File: src/pkg/fcsm_pkg.sv
`default_nettype none
package fcsm_pkg;
   // command codes written on the data bus
   localparam logic [7:0] CMD_READ_ARRAY = 8'hff;
   localparam logic [7:0] CMD_READ_STATUS = 8'h70;
   localparam logic [7:0] CMD_SUSPEND = 8'hb0;
   localparam logic [7:0] CMD_RESUME = 8'hd0;
   localparam logic [7:0] CMD_READ_CONFIG = 8'h90;
   localparam logic [7:0] CMD_READ_QUERY = 8'h98;
   localparam logic [7:0] CMD_LOCK_SETUP = 8'h60;
   localparam logic [7:0] CMD_LOCK_BLOCK = 8'h01;
   localparam logic [7:0] CMD_LOCK_DOWN = 8'h2f;
   localparam logic [7:0] CMD_PROT_SETUP = 8'hc0;
   // status field positions
   localparam int SEQ_READY_BIT = 7;
   localparam int PROG_SUSP_BIT = 2;
   // bus widths
   localparam int ADDR_W = 24;
   localparam int DATA_W = 16;
   // bus cycle timing, in ns, and derived cycle counts at 50 MHz
   localparam int CLK_PERIOD_NS = 20;
   localparam int STROBE_NS = 100;
   localparam int RECOVER_NS = 60;
   localparam logic [3:0] STROBE_CYC =
      4'((STROBE_NS + CLK_PERIOD_NS - 1) / CLK_PERIOD_NS);
   localparam logic [3:0] RECOVER_CYC =
      4'((RECOVER_NS + CLK_PERIOD_NS - 1) / CLK_PERIOD_NS);
   // host operations
   typedef enum logic [1:0] {
      FCSM_OP_SUSPEND = 2'b00,
      FCSM_OP_READ = 2'b01,
      FCSM_OP_RESUME = 2'b10,
      FCSM_OP_COMMAND = 2'b11
   } fcsm_op_t;
endpackage
`default_nettype wire

File: src/rtl/fcsm_bus_cycle.sv
`timescale 1ns/100ps
`default_nettype none
// one asynchronous flash bus cycle: write pulses we, read pulses ce and oe
module fcsm_bus_cycle (
   input wire logic core_clk,
   input wire logic rst,
   input wire logic start,
   input wire logic isWrite,
   input wire logic [fcsm_pkg::ADDR_W-1:0] addrIn,
   input wire logic [fcsm_pkg::DATA_W-1:0] dataIn,
   output logic done,
   output logic [fcsm_pkg::DATA_W-1:0] readData,
   output logic [fcsm_pkg::ADDR_W-1:0] flashAddr,
   output logic [fcsm_pkg::DATA_W-1:0] flashDqOut,
   output logic flashDqOe,
   input wire logic [fcsm_pkg::DATA_W-1:0] flashDqIn,
   output logic flashCeN,
   output logic flashOeN,
   output logic flashWeN
);
   typedef enum logic [1:0] {
      BC_IDLE = 2'b00,
      BC_STROBE = 2'b01,
      BC_RECOVER = 2'b10
   } fcsm_bc_t;
   fcsm_bc_t state_r;
   logic [3:0] cnt_r;
   logic wr_r;
   logic [fcsm_pkg::DATA_W-1:0] s1_r, s2_r, s3_r;
   wire cntZero = (cnt_r == 4'h0);

   // read data passes three flops; last two agreeing take effect
   always_ff @(posedge core_clk) begin
      s1_r <= flashDqIn;
      s2_r <= s1_r;
      s3_r <= s2_r;
   end

   // strobe sequencer; ce and oe rise after every read so status refreshes
   always_ff @(posedge core_clk) begin
      done <= 1'b0;
      if (rst) begin
         state_r <= BC_IDLE;
         cnt_r <= 4'h0;
         wr_r <= 1'b0;
         flashCeN <= 1'b1;
         flashOeN <= 1'b1;
         flashWeN <= 1'b1;
         flashDqOe <= 1'b0;
         flashAddr <= '0;
         flashDqOut <= '0;
         readData <= '0;
      end else begin
         unique case (state_r)
            BC_IDLE: begin
               if (start) begin
                  wr_r <= isWrite;
                  flashAddr <= addrIn;
                  flashDqOut <= dataIn;
                  flashDqOe <= isWrite;
                  flashCeN <= 1'b0;
                  flashWeN <= ~isWrite;
                  flashOeN <= isWrite;
                  cnt_r <= fcsm_pkg::STROBE_CYC + 4'h3;
                  state_r <= BC_STROBE;
               end
            end
            BC_STROBE: begin
               if (cntZero) begin
                  if (!wr_r && s2_r == s3_r) begin
                     readData <= s3_r;
                  end
                  flashCeN <= 1'b1;
                  flashOeN <= 1'b1;
                  flashWeN <= 1'b1;
                  cnt_r <= fcsm_pkg::RECOVER_CYC;
                  state_r <= BC_RECOVER;
               end else begin
                  cnt_r <= cnt_r - 4'h1;
               end
            end
            BC_RECOVER: begin
               if (cntZero) begin
                  flashDqOe <= 1'b0;
                  done <= 1'b1;
                  state_r <= BC_IDLE;
               end else begin
                  cnt_r <= cnt_r - 4'h1;
               end
            end
            default: state_r <= BC_IDLE;
         endcase
      end
   end
endmodule // fcsm_bus_cycle
`default_nettype wire

File: src/rtl/fcsm_host.sv
`timescale 1ns/100ps
`default_nettype none
// Functional notes
// - host suspends by writing B0h then 70h to any address.
// - ready bit 7 high when sequencer ready; host polls it before other bits.
// - status refreshes only on chip or output enable toggle; host toggles them.
// - host may write FFh for array reads, avoiding the suspended block.
// - host writes D0h to resume programming after array reads.
module fcsm_host (
   input wire logic core_clk,
   input wire logic rst,
   input wire logic reqValid,
   input wire logic [1:0] reqOp,
   input wire logic [fcsm_pkg::ADDR_W-1:0] reqAddr,
   input wire logic [7:0] reqCmd,
   output logic reqReady,
   output logic rspValid,
   output logic [fcsm_pkg::DATA_W-1:0] rspData,
   output logic rspSuspended,
   output logic [fcsm_pkg::ADDR_W-1:0] flashAddr,
   output logic [fcsm_pkg::DATA_W-1:0] flashDqOut,
   output logic flashDqOe,
   input wire logic [fcsm_pkg::DATA_W-1:0] flashDqIn,
   output logic flashCeN,
   output logic flashOeN,
   output logic flashWeN
);
   typedef enum logic [2:0] {
      H_IDLE = 3'b000,
      H_SUSP_WR = 3'b001,
      H_STAT_WR = 3'b010,
      H_POLL = 3'b011,
      H_ARRAY_WR = 3'b100,
      H_READ = 3'b101,
      H_WRITE = 3'b110,
      H_WAIT = 3'b111
   } fcsm_host_t;
   // lowest address bit that tells erase blocks apart; plain default, set per part
   localparam int BLOCK_LSB = 16;
   fcsm_host_t state_r, state_nxt, firstState;
   logic start_r, start_nxt, isWrite_r, isWrite_nxt, busDone;
   logic suspended_r, suspended_nxt, reqReady_nxt, rspValid_nxt;
   logic [fcsm_pkg::ADDR_W-1:0] addr_r, addr_nxt;
   logic [fcsm_pkg::ADDR_W-1:BLOCK_LSB] suspBlock_r, suspBlock_nxt;
   logic [7:0] cmd_r, cmd_nxt;
   logic [fcsm_pkg::DATA_W-1:0] busData, rspData_nxt;

   // ready and suspended flags decoded from polled status
   wire seqReady = busData[fcsm_pkg::SEQ_READY_BIT];
   wire progSusp = busData[fcsm_pkg::PROG_SUSP_BIT];
   wire opIsSuspend = reqOp == fcsm_pkg::FCSM_OP_SUSPEND;
   wire opIsRead = reqOp == fcsm_pkg::FCSM_OP_READ;
   wire opIsResume = reqOp == fcsm_pkg::FCSM_OP_RESUME;
   // array reads during suspend go through a read-array write first
   wire needArray = suspended_r && opIsRead;
   // the suspend request carries the address of the block being programmed;
   // reads aimed at that block would return busy data, so no bus cycle is run
   wire sameBlock = reqAddr[fcsm_pkg::ADDR_W-1:BLOCK_LSB] == suspBlock_r;
   wire guardHit = needArray && sameBlock;
   // command byte of the first write of each request
   wire [7:0] firstCmd = opIsSuspend ? fcsm_pkg::CMD_SUSPEND :
      needArray ? fcsm_pkg::CMD_READ_ARRAY :
      opIsResume ? fcsm_pkg::CMD_RESUME : reqCmd;

   // first step of each request
   always_comb begin
      if (opIsSuspend) begin
         firstState = H_SUSP_WR;
      end else if (guardHit) begin
         firstState = H_WAIT;
      end else if (needArray) begin
         firstState = H_ARRAY_WR;
      end else if (opIsRead) begin
         firstState = H_READ;
      end else begin
         firstState = H_WRITE;
      end
   end

   fcsm_bus_cycle u_bus (
      .core_clk(core_clk),
      .rst(rst),
      .start(start_r),
      .isWrite(isWrite_r),
      .addrIn(addr_r),
      .dataIn({8'h00, cmd_r}),
      .done(busDone),
      .readData(busData),
      .flashAddr(flashAddr),
      .flashDqOut(flashDqOut),
      .flashDqOe(flashDqOe),
      .flashDqIn(flashDqIn),
      .flashCeN(flashCeN),
      .flashOeN(flashOeN),
      .flashWeN(flashWeN)
   );

   // host sequencer: suspend, poll, array read, resume, raw command
   always_comb begin
      state_nxt = state_r;
      start_nxt = 1'b0;
      isWrite_nxt = isWrite_r;
      addr_nxt = addr_r;
      cmd_nxt = cmd_r;
      rspValid_nxt = 1'b0;
      reqReady_nxt = reqReady;
      rspData_nxt = rspData;
      suspended_nxt = suspended_r;
      suspBlock_nxt = suspBlock_r;
      unique case (state_r)
         // take a request; a guarded read starts no bus cycle
         H_IDLE: begin
            if (reqValid) begin
               reqReady_nxt = 1'b0;
               addr_nxt = reqAddr;
               start_nxt = !guardHit;
               isWrite_nxt = !opIsRead || needArray;
               cmd_nxt = firstCmd;
               state_nxt = firstState;
            end
         end
         // suspend written; ask for status next
         H_SUSP_WR: begin
            if (busDone) begin
               cmd_nxt = fcsm_pkg::CMD_READ_STATUS;
               start_nxt = 1'b1;
               state_nxt = H_STAT_WR;
            end
         end
         // status mode set; start polling reads
         H_STAT_WR: begin
            if (busDone) begin
               isWrite_nxt = 1'b0;
               start_nxt = 1'b1;
               state_nxt = H_POLL;
            end
         end
         // each poll is a fresh ce/oe cycle, so the status word refreshes
         H_POLL: begin
            if (busDone && seqReady) begin
               suspended_nxt = progSusp;
               suspBlock_nxt = addr_r[fcsm_pkg::ADDR_W-1:BLOCK_LSB];
               rspData_nxt = busData;
               rspValid_nxt = 1'b1;
               reqReady_nxt = 1'b1;
               state_nxt = H_IDLE;
            end else if (busDone) begin
               start_nxt = 1'b1;
            end
         end
         // read-array mode set; now the array read itself
         H_ARRAY_WR: begin
            if (busDone) begin
               isWrite_nxt = 1'b0;
               start_nxt = 1'b1;
               state_nxt = H_READ;
            end
         end
         // read word handed back
         H_READ: begin
            if (busDone) begin
               rspData_nxt = busData;
               rspValid_nxt = 1'b1;
               reqReady_nxt = 1'b1;
               state_nxt = H_IDLE;
            end
         end
         // any write of the resume code ends the suspension
         H_WRITE: begin
            if (busDone) begin
               if (cmd_r == fcsm_pkg::CMD_RESUME) begin
                  suspended_nxt = 1'b0;
               end
               rspValid_nxt = 1'b1;
               reqReady_nxt = 1'b1;
               state_nxt = H_IDLE;
            end
         end
         // guarded read: answer at once, flash left untouched
         H_WAIT: begin
            rspValid_nxt = 1'b1;
            reqReady_nxt = 1'b1;
            state_nxt = H_IDLE;
         end
      endcase
   end

   // state and output registers
   always_ff @(posedge core_clk) begin
      if (rst) begin
         state_r <= H_IDLE;
         start_r <= 1'b0;
         isWrite_r <= 1'b0;
         addr_r <= '0;
         cmd_r <= 8'h00;
         suspended_r <= 1'b0;
         suspBlock_r <= '0;
         reqReady <= 1'b1;
         rspValid <= 1'b0;
         rspData <= '0;
         rspSuspended <= 1'b0;
      end else begin
         state_r <= state_nxt;
         start_r <= start_nxt;
         isWrite_r <= isWrite_nxt;
         addr_r <= addr_nxt;
         cmd_r <= cmd_nxt;
         suspended_r <= suspended_nxt;
         suspBlock_r <= suspBlock_nxt;
         reqReady <= reqReady_nxt;
         rspValid <= rspValid_nxt;
         rspData <= rspData_nxt;
         rspSuspended <= suspended_nxt;
      end
   end
endmodule // fcsm_host
`default_nettype wire

File: config.mk
export PLATFORM = sky130hd
export DESIGN_NAME = fcsm_host
export DESIGN_NICKNAME = d
export VERILOG_FILES = /design/src/pkg/fcsm_pkg.sv /design/src/rtl/fcsm_bus_cycle.sv /design/src/rtl/fcsm_host.sv
export SDC_FILE = /design/constraint.sdc
export NUM_CORES = 1
export LEC_CHECK = 0
export BUFFER_PORTS_ARGS = -buffer_cell sky130_fd_sc_hd__buf_2
export CAP_MARGIN = 10
export CELL_PAD_IN_SITES_DETAIL_PLACEMENT = 2
export CELL_PAD_IN_SITES_GLOBAL_PLACEMENT = 2
export CORE_MARGIN = 10
export CORE_UTILIZATION = 36
export CTS_CLUSTER_DIAMETER = 200
export DETAILED_ROUTE_END_ITERATION = 12
export PLACE_DENSITY_LB_ADDON = 0.1
export SYNTH_ARGS = -nofsm -noshare
export SYNTH_HDL_FRONTEND = slang
export SYNTH_HIERARCHICAL = 1
export SYNTH_SLANG_ARGS = --single-unit
File: constraint.sdc
create_clock -name core_clk -period 4 [get_ports core_clk]
set_clock_uncertainty 0.15 [all_clocks]
set_input_delay 0 -clock core_clk [delete_from_list [all_inputs] [get_ports core_clk]]
set_output_delay 0 -clock core_clk [all_outputs]
set_load 0.01 [all_outputs]
== Word-level counts from Yosys, hierarchy flattened ==
Cells that the tools add are included.
Operators by class
  add/sub/neg operators: 1
  equal/unequal tests: 28
  mux-type cells: 55
  bitwise gates (word level): 2
  reductions and logical operators: 38
Operators by type and width (number)
  2-to-1 mux 8 bit: 5
  2-to-1 mux 16 bit: 2
  case mux 16 bit (2 select lines): 1
  AND reduction 3 bit: 8
  2-to-1 mux 3 bit: 7
  case mux 3 bit (7 select lines): 1
  2-to-1 mux 1 bit: 18
  inequality test 2 x 1 -> 1 bit, second input constant: 9
  equality test 16 bit: 1
  case mux 8 bit (2 select lines): 1
  equality test 3 bit, second input constant: 4
  2-to-1 mux 2 bit: 6
  2-to-1 mux 4 bit: 3
  case mux 1 bit (2 select lines): 6
  case mux 4 bit (3 select lines): 1
  nonzero test 2 bit: 6
  inequality test 2 bit, second input constant: 5
  equality test 8 bit: 1
  equality test 8 bit, second input constant: 1
  AND reduction 4 bit: 2
  equality test 3 x 2 -> 1 bit, second input constant: 2
  case mux 1 bit (3 select lines): 2
  case mux 2 bit (3 select lines): 1
  AND reduction 2 bit: 3
  17 further kinds: 28
Word-level totals
  bits in registers: 172
  input port bits: 53
  output and inout bits: 63
  logic and storage cells: 148

== Logic depth before layout (Yosys ltp) ==
Gate-level depths: netlist of run 1.
  depth in word-level cells: 7
  depth in mapped cells: 10
  mapped depth without buffers: 7

== Hierarchy ==
The synthesis of run 1 kept the hierarchy.
By module, submodules not included
  fcsm_bus_cycle: times used 1, cells an instance 404, area each 3834.9 sq um, seq. area each 2322.2 sq um
  fcsm_host: times used 1, cells an instance 306, area each 2688.8 sq um, seq. area each 1281.2 sq um

== Least setup slack after synthesis of run 1 ==
Ideal clock, no wire load.
  path kind: register to register
  from: reg u_bus.state_r[0]
  to: reg u_bus.cnt_r[2]
  setup time: 0.070 ns
  data arrival time: 1.639 ns
  data required time: 3.780 ns
  path slack: 2.140 ns
  cell stages (with the launch flop): 8
  path buffers: 0
  period minus slack after synthesis: 1.860 ns
  cells stage by stage: dfxtp_1 inv_1 ha_1 nor2b_1 a211oi_4 nand3b_1 or3_1 a21oi_1
On the way
  cells in the longest elaborated chain, start to end: 3
  elaborated cells between the ends (all ways): 8
  those cells by class: 4 x eq/ne; 1 x mux; 3 x reduce/logical
RTL lines
  from (decl): line fcsm_bus_cycle.sv:26  | fcsm_bc_t state_r;
  from (signal assigned): line fcsm_bus_cycle.sv:43  | state_r <= BC_IDLE;
  from (signal assigned): line fcsm_bus_cycle.sv:65  | state_r <= BC_STROBE;
  from (signal assigned): line fcsm_bus_cycle.sv:77  | state_r <= BC_RECOVER;
  equality test 2 bit (tied with other cells): line fcsm_bus_cycle.sv:54  | unique case (state_r)
  inequality test 2 bit (no line) or nonzero test 3 bit (tied branches)
  AND reduction 3 bit (no line)
  to (signal assigned): line fcsm_bus_cycle.sv:64  | cnt_r <= fcsm_pkg::STROBE_CYC + 4'h3;
  to (signal assigned): line fcsm_bus_cycle.sv:76  | cnt_r <= fcsm_pkg::RECOVER_CYC;
  to (signal assigned): line fcsm_bus_cycle.sv:79  | cnt_r <= cnt_r - 4'h1;
  to (decl): line fcsm_bus_cycle.sv:27  | logic [3:0] cnt_r;
Parallel ways exist; a longest one is shown, timed or not.
A chain may end at the register's enable or synchronous reset.

==> results.json, run 1 <==
{
  "dieArea_sq_um": 23900,
  "cts.sinks": 180,
  "dieWidth_microns": 155,
  "min_path_cells": 2,
  "crit_arrival_ns": 3.36,
  "synth_mux_area_frac": 0.0439,
  "initial_core_util": 0.364,
  "drive_gt1_frac": 0.191,
  "cts-root-buf": "clkbuf_16",
  "cts_made_buffers": 17,
  "route.detailed.drc": 0,
  "rsz0062_at_grt": "no",
  "worstMarginPinSlew_ns": 1.11,
  "synth_seq_cells": 180,
  "numPortBuffers": 115,
  "synth_cell_types": 63,
  "cpLargestDelayFamily": "buffers and inverters",
  "grt_pass1_wl_mm": 33.8,
  "r2r-end": "cmd_r[1]",
  "layout_commonest_cell": "dfxtp_1",
  "routedWlPerCell_microns": 18.4,
  "hp-start": "flashDqIn[7]",
  "final_nets": 932,
  "synth_fa_ha_area_frac": 0.0130,
  "yosys.area_share.simple": 0.178,
  "dominantRegCellSynth": "dfxtp_1",
  "synth-edff-count": 0,
  "final_cell_mix": "dfxtp_1, nand2_1, buf_2",
  "clk_pin_slew_worst_paths_ns": 0.08,
  "max_freq_mhz": 321,
  "dieHeight_microns": 155,
  "finalSetupViolCount": 0,
  "ys_seq_area_frac": 0.552,
  "fin_crit_sh": 0.780,
  "critPathKind": "reg -> reg",
  "place.gp.congestion": 0.779,
  "grt_pass1_vias": 6361,
  "r2r-start": "state_r[2]",
  "required_ns": 4.24,
  "path_common_cell": "dlygate4sd3_1",
  "synth_top_family_by_area": "simple AND/OR/NAND/NOR gates",
  "synth_compound_area_frac": 0.138,
  "setup_tns_ns": 0,
  "rows": 49,
  "holdPathEnd": "u_bus/s1_r[7]",
  "regToRegSetupSlack_ns": 0.88,
  "drt_iter0_drc": 224,
  "syn_inst": 710,
  "gr-total-overflow": 0,
  "synthArstFlopShare": 0,
  "ios": 116,
  "cts_max_level": 4,
  "report.final.slew_viol_count": 0,
  "cts_tree": "done",
  "syn2layout_area_growth_pct": 29.9,
  "drtAntennaViolNets": 0,
  "synth_xor_area_frac": 0.0336,
  "worstHoldPathType": "in -> reg",
  "diodes": 0,
  "critical_path_buf_inv_count": 2,
  "path_cells": "nor2_1 > a21oi_1 > nand2_1 > dlygate4sd3_1 > a211oi_1 > dlygate4sd3_1",
  "vdd_ir_drop_max_mv": 0.350,
  "grtUsageTotal": 0.173,
  "synth_area_sq_um": 6520,
  "slew_headroom": 0.258,
  "cp_max_fo": 13,
  "cts_setup_buffers": 0,
  "worstSkewPairLatency_ns": 0.45,
  "cp-end-kind": "flip-flop",
  "routed_via_density": 5.01,
  "cts_buffer_depth": 2,
  "timing.final.hold_violations": 0,
  "ctsResizeCount": 0,
  "cts_hold_buf": 61,
  "via_count": 5591,
  "r2r_cells": 6,
  "status": "completed",
  "first_pass_iters": 4,
  "power_density_nw_per_um2": 550,
  "core_area_sq_um": 17900,
  "crit_path_start_kind": "flip-flop",
  "power_leakage_nw": 3.36,
  "min_period_ns": 3.12,
  "drt_wl_total_mm": 20.5,
  "grt_max_degree": 104,
  "fin_hold_ws_ns": 0.0353,
  "antenna_found_initial": 0,
  "crit_path_max_incr_delay_ns": 0.71,
  "avgSynthCellArea_sq_um": 9.19,
  "cp_slowest_cell": "dfxtp_1",
  "hpwl_mm": 12.9,
  "maxCapViolations": 0,
  "yosys_warnings": 6
}
==> state kept, by name (all words and copies together), names as in the netlist, 8 cells and up <==
name,cells
u_bus/s3_r,16
suspBlock_r,8
cmd_r,8
rspData,16
u_bus/s1_r,16
u_bus/readData,16
addr_r,24
u_bus/flashDqOut,16
u_bus/s2_r,16
u_bus/flashAddr,24
==> layout make-up <==
cell class / count / area [sq um]
flip-flops and latches: 180 / 3600
repair buffers: 180 / 1220
inverters: 12 / 45.0
clock buffers: 17 / 425
fillers: 1907 / 9430
multi-input cells: 482 / 2690
clock inverters: 15 / 209
well taps: 229 / 287
==> worst max path at each step <==
stage	to	depth (start not counted)	start
after floorplan	u_bus/cnt_r[2]	7	u_bus/state_r[0]
after global placement	reqReady	5	state_r[0]
after detailed placement	u_bus/readData[14]	7	u_bus/state_r[1]
after CTS	cmd_r[3]	6	state_r[2]
after global routing	cmd_r[1]	6	state_r[2]
final	cmd_r[1]	6	state_r[2]
==> layer usage <==
| layer | track usage | vias to the layer above | wire (microns) |
|---|---|---|---|
| met3 | 0.0469 | 16 | 851 |
| met5 | 0 | - | 0 |
| met2 | 0.322 | 89 | 11000 |
| met1 | 0.191 | 2783 | 8540 |
| met4 | 0.0405 | 0 | 168 |
| li1 | - | 2703 | - |
==> per-stage QoR <==
step	total power [mW]	util	instances	setup WS [ns]	area [sq um]
2_1_floorplan	2.62	-	717	2.14	6550
3_3_place_gp	2.81	0.404	1022	1.44	7230
3_5_place_dp	2.86	0.404	1022	1.23	7230
4_1_cts	4.69	0.473	1115	1.00	8480
5_1_grt	4.91	0.473	1115	0.741	8480
6_report	4.66	0.473	1115	0.881	8480
==> worst reg2reg max path, cell delays in order (launching register included) <==
cell,delay [ns]
dfxtp_1,0.71
nor2_1,0.18
a21oi_1,0.44
nand2_1,0.12
dlygate4sd3_1,0.60
a211oi_1,0.27
dlygate4sd3_1,0.59
==> synth_stat cells, types with 6 or more instances <==
cell / number / area, sq um
dfxtp_1: 180 / 3600
nand2_1: 148 / 556
a21oi_1: 101 / 505
nor2_1: 48 / 180
o21ai_0: 29 / 145
mux2i_1: 26 / 260
clkbuf_1: 25 / 93.8
nand3_1: 18 / 90.1
xnor2_1: 16 / 140
inv_1: 11 / 41.3
xor2_1: 9 / 78.8
buf_2: 7 / 35.0
ha_1: 6 / 75.1
==> power breakdown <==
part | leakage, nW | total (mW) | internal (mW) | switching, mW
Combinational | 1.58 | 0.814 | 0.321 | 0.494
Sequential | 1.48 | 2.09 | 1.94 | 0.142
Clock | 0.302 | 1.76 | 0.912 | 0.849
==> cell families (layout without fill, tap and decap cells) <==
| family | after synthesis | in the layout |
|---|---|---|
| other cells | 1 | 8 |
| buf+inv | 55 | 224 |
| xor+xnor | 25 | 25 |
| compound gates | 160 | 160 |
| fa+ha+maj | 7 | 7 |
| simple gates | 254 | 254 |
| flops | 180 | 180 |
| mux | 28 | 28 |
(Power assumes the default switching activity.)
==> inputs of run 2 (changes only) <==
--- a/config.mk
+++ b/config.mk
@@ -10,7 +10,7 @@
 export CELL_PAD_IN_SITES_DETAIL_PLACEMENT = 2
 export CELL_PAD_IN_SITES_GLOBAL_PLACEMENT = 2
 export CORE_MARGIN = 10
-export CORE_UTILIZATION = 36
+export CORE_UTILIZATION = 30
 export CTS_CLUSTER_DIAMETER = 200
 export DETAILED_ROUTE_END_ITERATION = 12
 export PLACE_DENSITY_LB_ADDON = 0.1
==> constraint.sdc (replaced) <==
create_clock -name core_clk -period 2.8 [get_ports core_clk]
set_clock_uncertainty 0.15 [all_clocks]
set_input_delay 0 -clock core_clk [delete_from_list [all_inputs] [get_ports core_clk]]
set_output_delay 0 -clock core_clk [all_outputs]
set_load 0.01 [all_outputs]
==> results.json, run 2 (same netlist as run 1, synthesis figures left out) <==
{
  "critPathKind": "reg -> reg",
  "timing.final.hold_violations": 0,
  "gr-total-overflow": 0,
  "grt_max_degree": 57,
  "grt_pass1_wl_mm": 32.9,
  "dieHeight_microns": 167,
  "route.detailed.drc": 0,
  "drt_wl_total_mm": 20.1,
  "finalNonFillerCells": 1174,
  "required_ns": 2.97,
  "core_area_sq_um": 21200,
  "cts.sinks": 180,
  "worstSkewPairLatency_ns": 0.43,
  "fin_crit_sh": 0.925,
  "finish.utilization": 0.409,
  "dp.cells": 1076,
  "max_freq_mhz": 386,
  "fillers": 2331,
  "cts-root-buf": "clkbuf_16",
  "path_cells": "xnor2_1 > nand4_1 > nor4_1 > dlygate4sd3_1 > o21ai_0 > dlygate4sd3_1",
  "maxCapViolations": 0,
  "numPortBuffers": 115,
  "diodes": 0,
  "cts_made_buffers": 17,
  "crit_path_max_incr_delay_ns": 0.65,
  "via_count": 5558,
  "report.final.slew_viol_count": 0,
  "vdd_ir_drop_max_mv": 0.395,
  "final_nets": 945,
  "dieArea_sq_um": 28000,
  "power_leakage_nw": 3.44,
  "crit_arrival_ns": 2.76,
  "worstHoldPathType": "in -> reg",
  "cts_max_level": 4,
  "drtAntennaViolNets": 0,
  "place_area_sq_um": 7370,
  "syn2layout_area_growth_pct": 32.9,
  "rows": 53,
  "worstMarginPinSlew_ns": 0.664,
  "drt_iter0_drc": 220,
  "antenna_found_initial": 0,
  "cts_setup_buffers": 0,
  "place.gp.congestion": 0.761,
  "seqCellArea_sq_um": 3600,
  "design_area_sq_um": 8670,
  "cpLargestDelayFamily": "buffers and inverters",
  "path_common_cell": "dlygate4sd3_1",
  "dieWidth_microns": 167,
  "min_period_ns": 2.59,
  "cts_tree": "done",
  "critical_path_buf_inv_count": 2,
  "status": "completed",
  "routedWlPerCell_microns": 17.1,
  "first_pass_iters": 4,
  "power_density_nw_per_um2": 776,
  "initial_core_util": 0.307,
  "multi_input_area_sq_um": 2690,
  "drive_gt1_frac": 0.196,
  "cp_max_fo": 2,
  "ios": 116,
  "final_cell_mix": "dfxtp_1, nand2_1, buf_2",
  "clk_pin_slew_worst_paths_ns": 0.08,
  "finalPower_mw": 6.73,
  "slew_headroom": 0.557,
  "crit_path_start_kind": "flip-flop",
  "cts_buffer_depth": 2,
  "grtUsageTotal": 0.142,
  "grt_pass1_vias": 6222,
  "setup_tns_ns": 0,
  "routed_via_density": 4.73,
  "cp-end-kind": "flip-flop",
  "layout_commonest_cell": "dfxtp_1",
  "reg.largest.list": "addr_r x24, u_bus/flashAddr x24",
  "hpwl_mm": 13.5,
  "finalSetupViolCount": 0,
  "cp_slowest_cell": "dlygate4sd3_1",
  "rsz0062_at_grt": "no"
}
run 2: cell count changes in the layout (fill, tap and decap cells not counted), sizes merged:
cell	change
clkinv	-2
clkinvlp	-1
buf	+8
inv	+4
dlygate4sd3	+5
bufinv	-1
run 2: metal layers:
metal,global-route usage,vias up,share of wire
li1,-,2722,-
met1,0.159,2713,0.43
met2,0.260,99,0.52
met3,0.0335,24,0.041
met4,0.0443,0,0.013
met5,0,-,0
run 2: timing repair:
action / 4_1_cts / 5_1_grt
hold buffers: 66 / 0
hold endpoints to repair: 77 / 0
resized for setup: 0 / 0
endpoints found under the setup margin: 0 / 0
run 2: cell type report:
class | count | share of cell area
clock buffer | 17 | 0.0491
sequential | 180 | 0.416
inverter | 12 | 0.00519
clock inverter | 15 | 0.0247
multi-input combinational | 482 | 0.310
timing repair buffer | 193 | 0.156
tap | 275 | 0.0397
run 2: through the flow:
step	worst slack (ns)	hold slack (ns)
6_report	0.209	0.00793
5_1_grt	0.0207	0.0366
4_1_cts	0.168	0.0106
3_5_place_dp	0.512	-0.0447
3_3_place_gp	0.652	-0.0471
2_1_floorplan	0.940	-0.122
run 2: worst register-to-register path: cells and delay by family, from the launching register on:
| family | cells | cell delay (ns) |
|---|---|---|
| AOI/OAI and AO/OA | 1 | 0.10 |
| xor gates and xnor gates | 1 | 0.19 |
| buffers and inverters | 2 | 1.21 |
| DFF | 1 | 0.33 |
| and+or+nand+nor | 2 | 0.49 |
run 2: final timing paths:
check        cells past startpoint  slack [ns]             to             from
max                              6        0.21        start_r  suspBlock_r[16]
min reg2reg                      0        0.18  u_bus/s2_r[3]    u_bus/s1_r[3]
max reg2reg                      6        0.21        start_r  suspBlock_r[16]
min                              6       0.008      isWrite_r         reqValid
run 2: power breakdown:
part / switching, mW / internal (mW)
logic: 0.712 / 0.511
registers: 0.191 / 2.78
clock network: 1.28 / 1.26
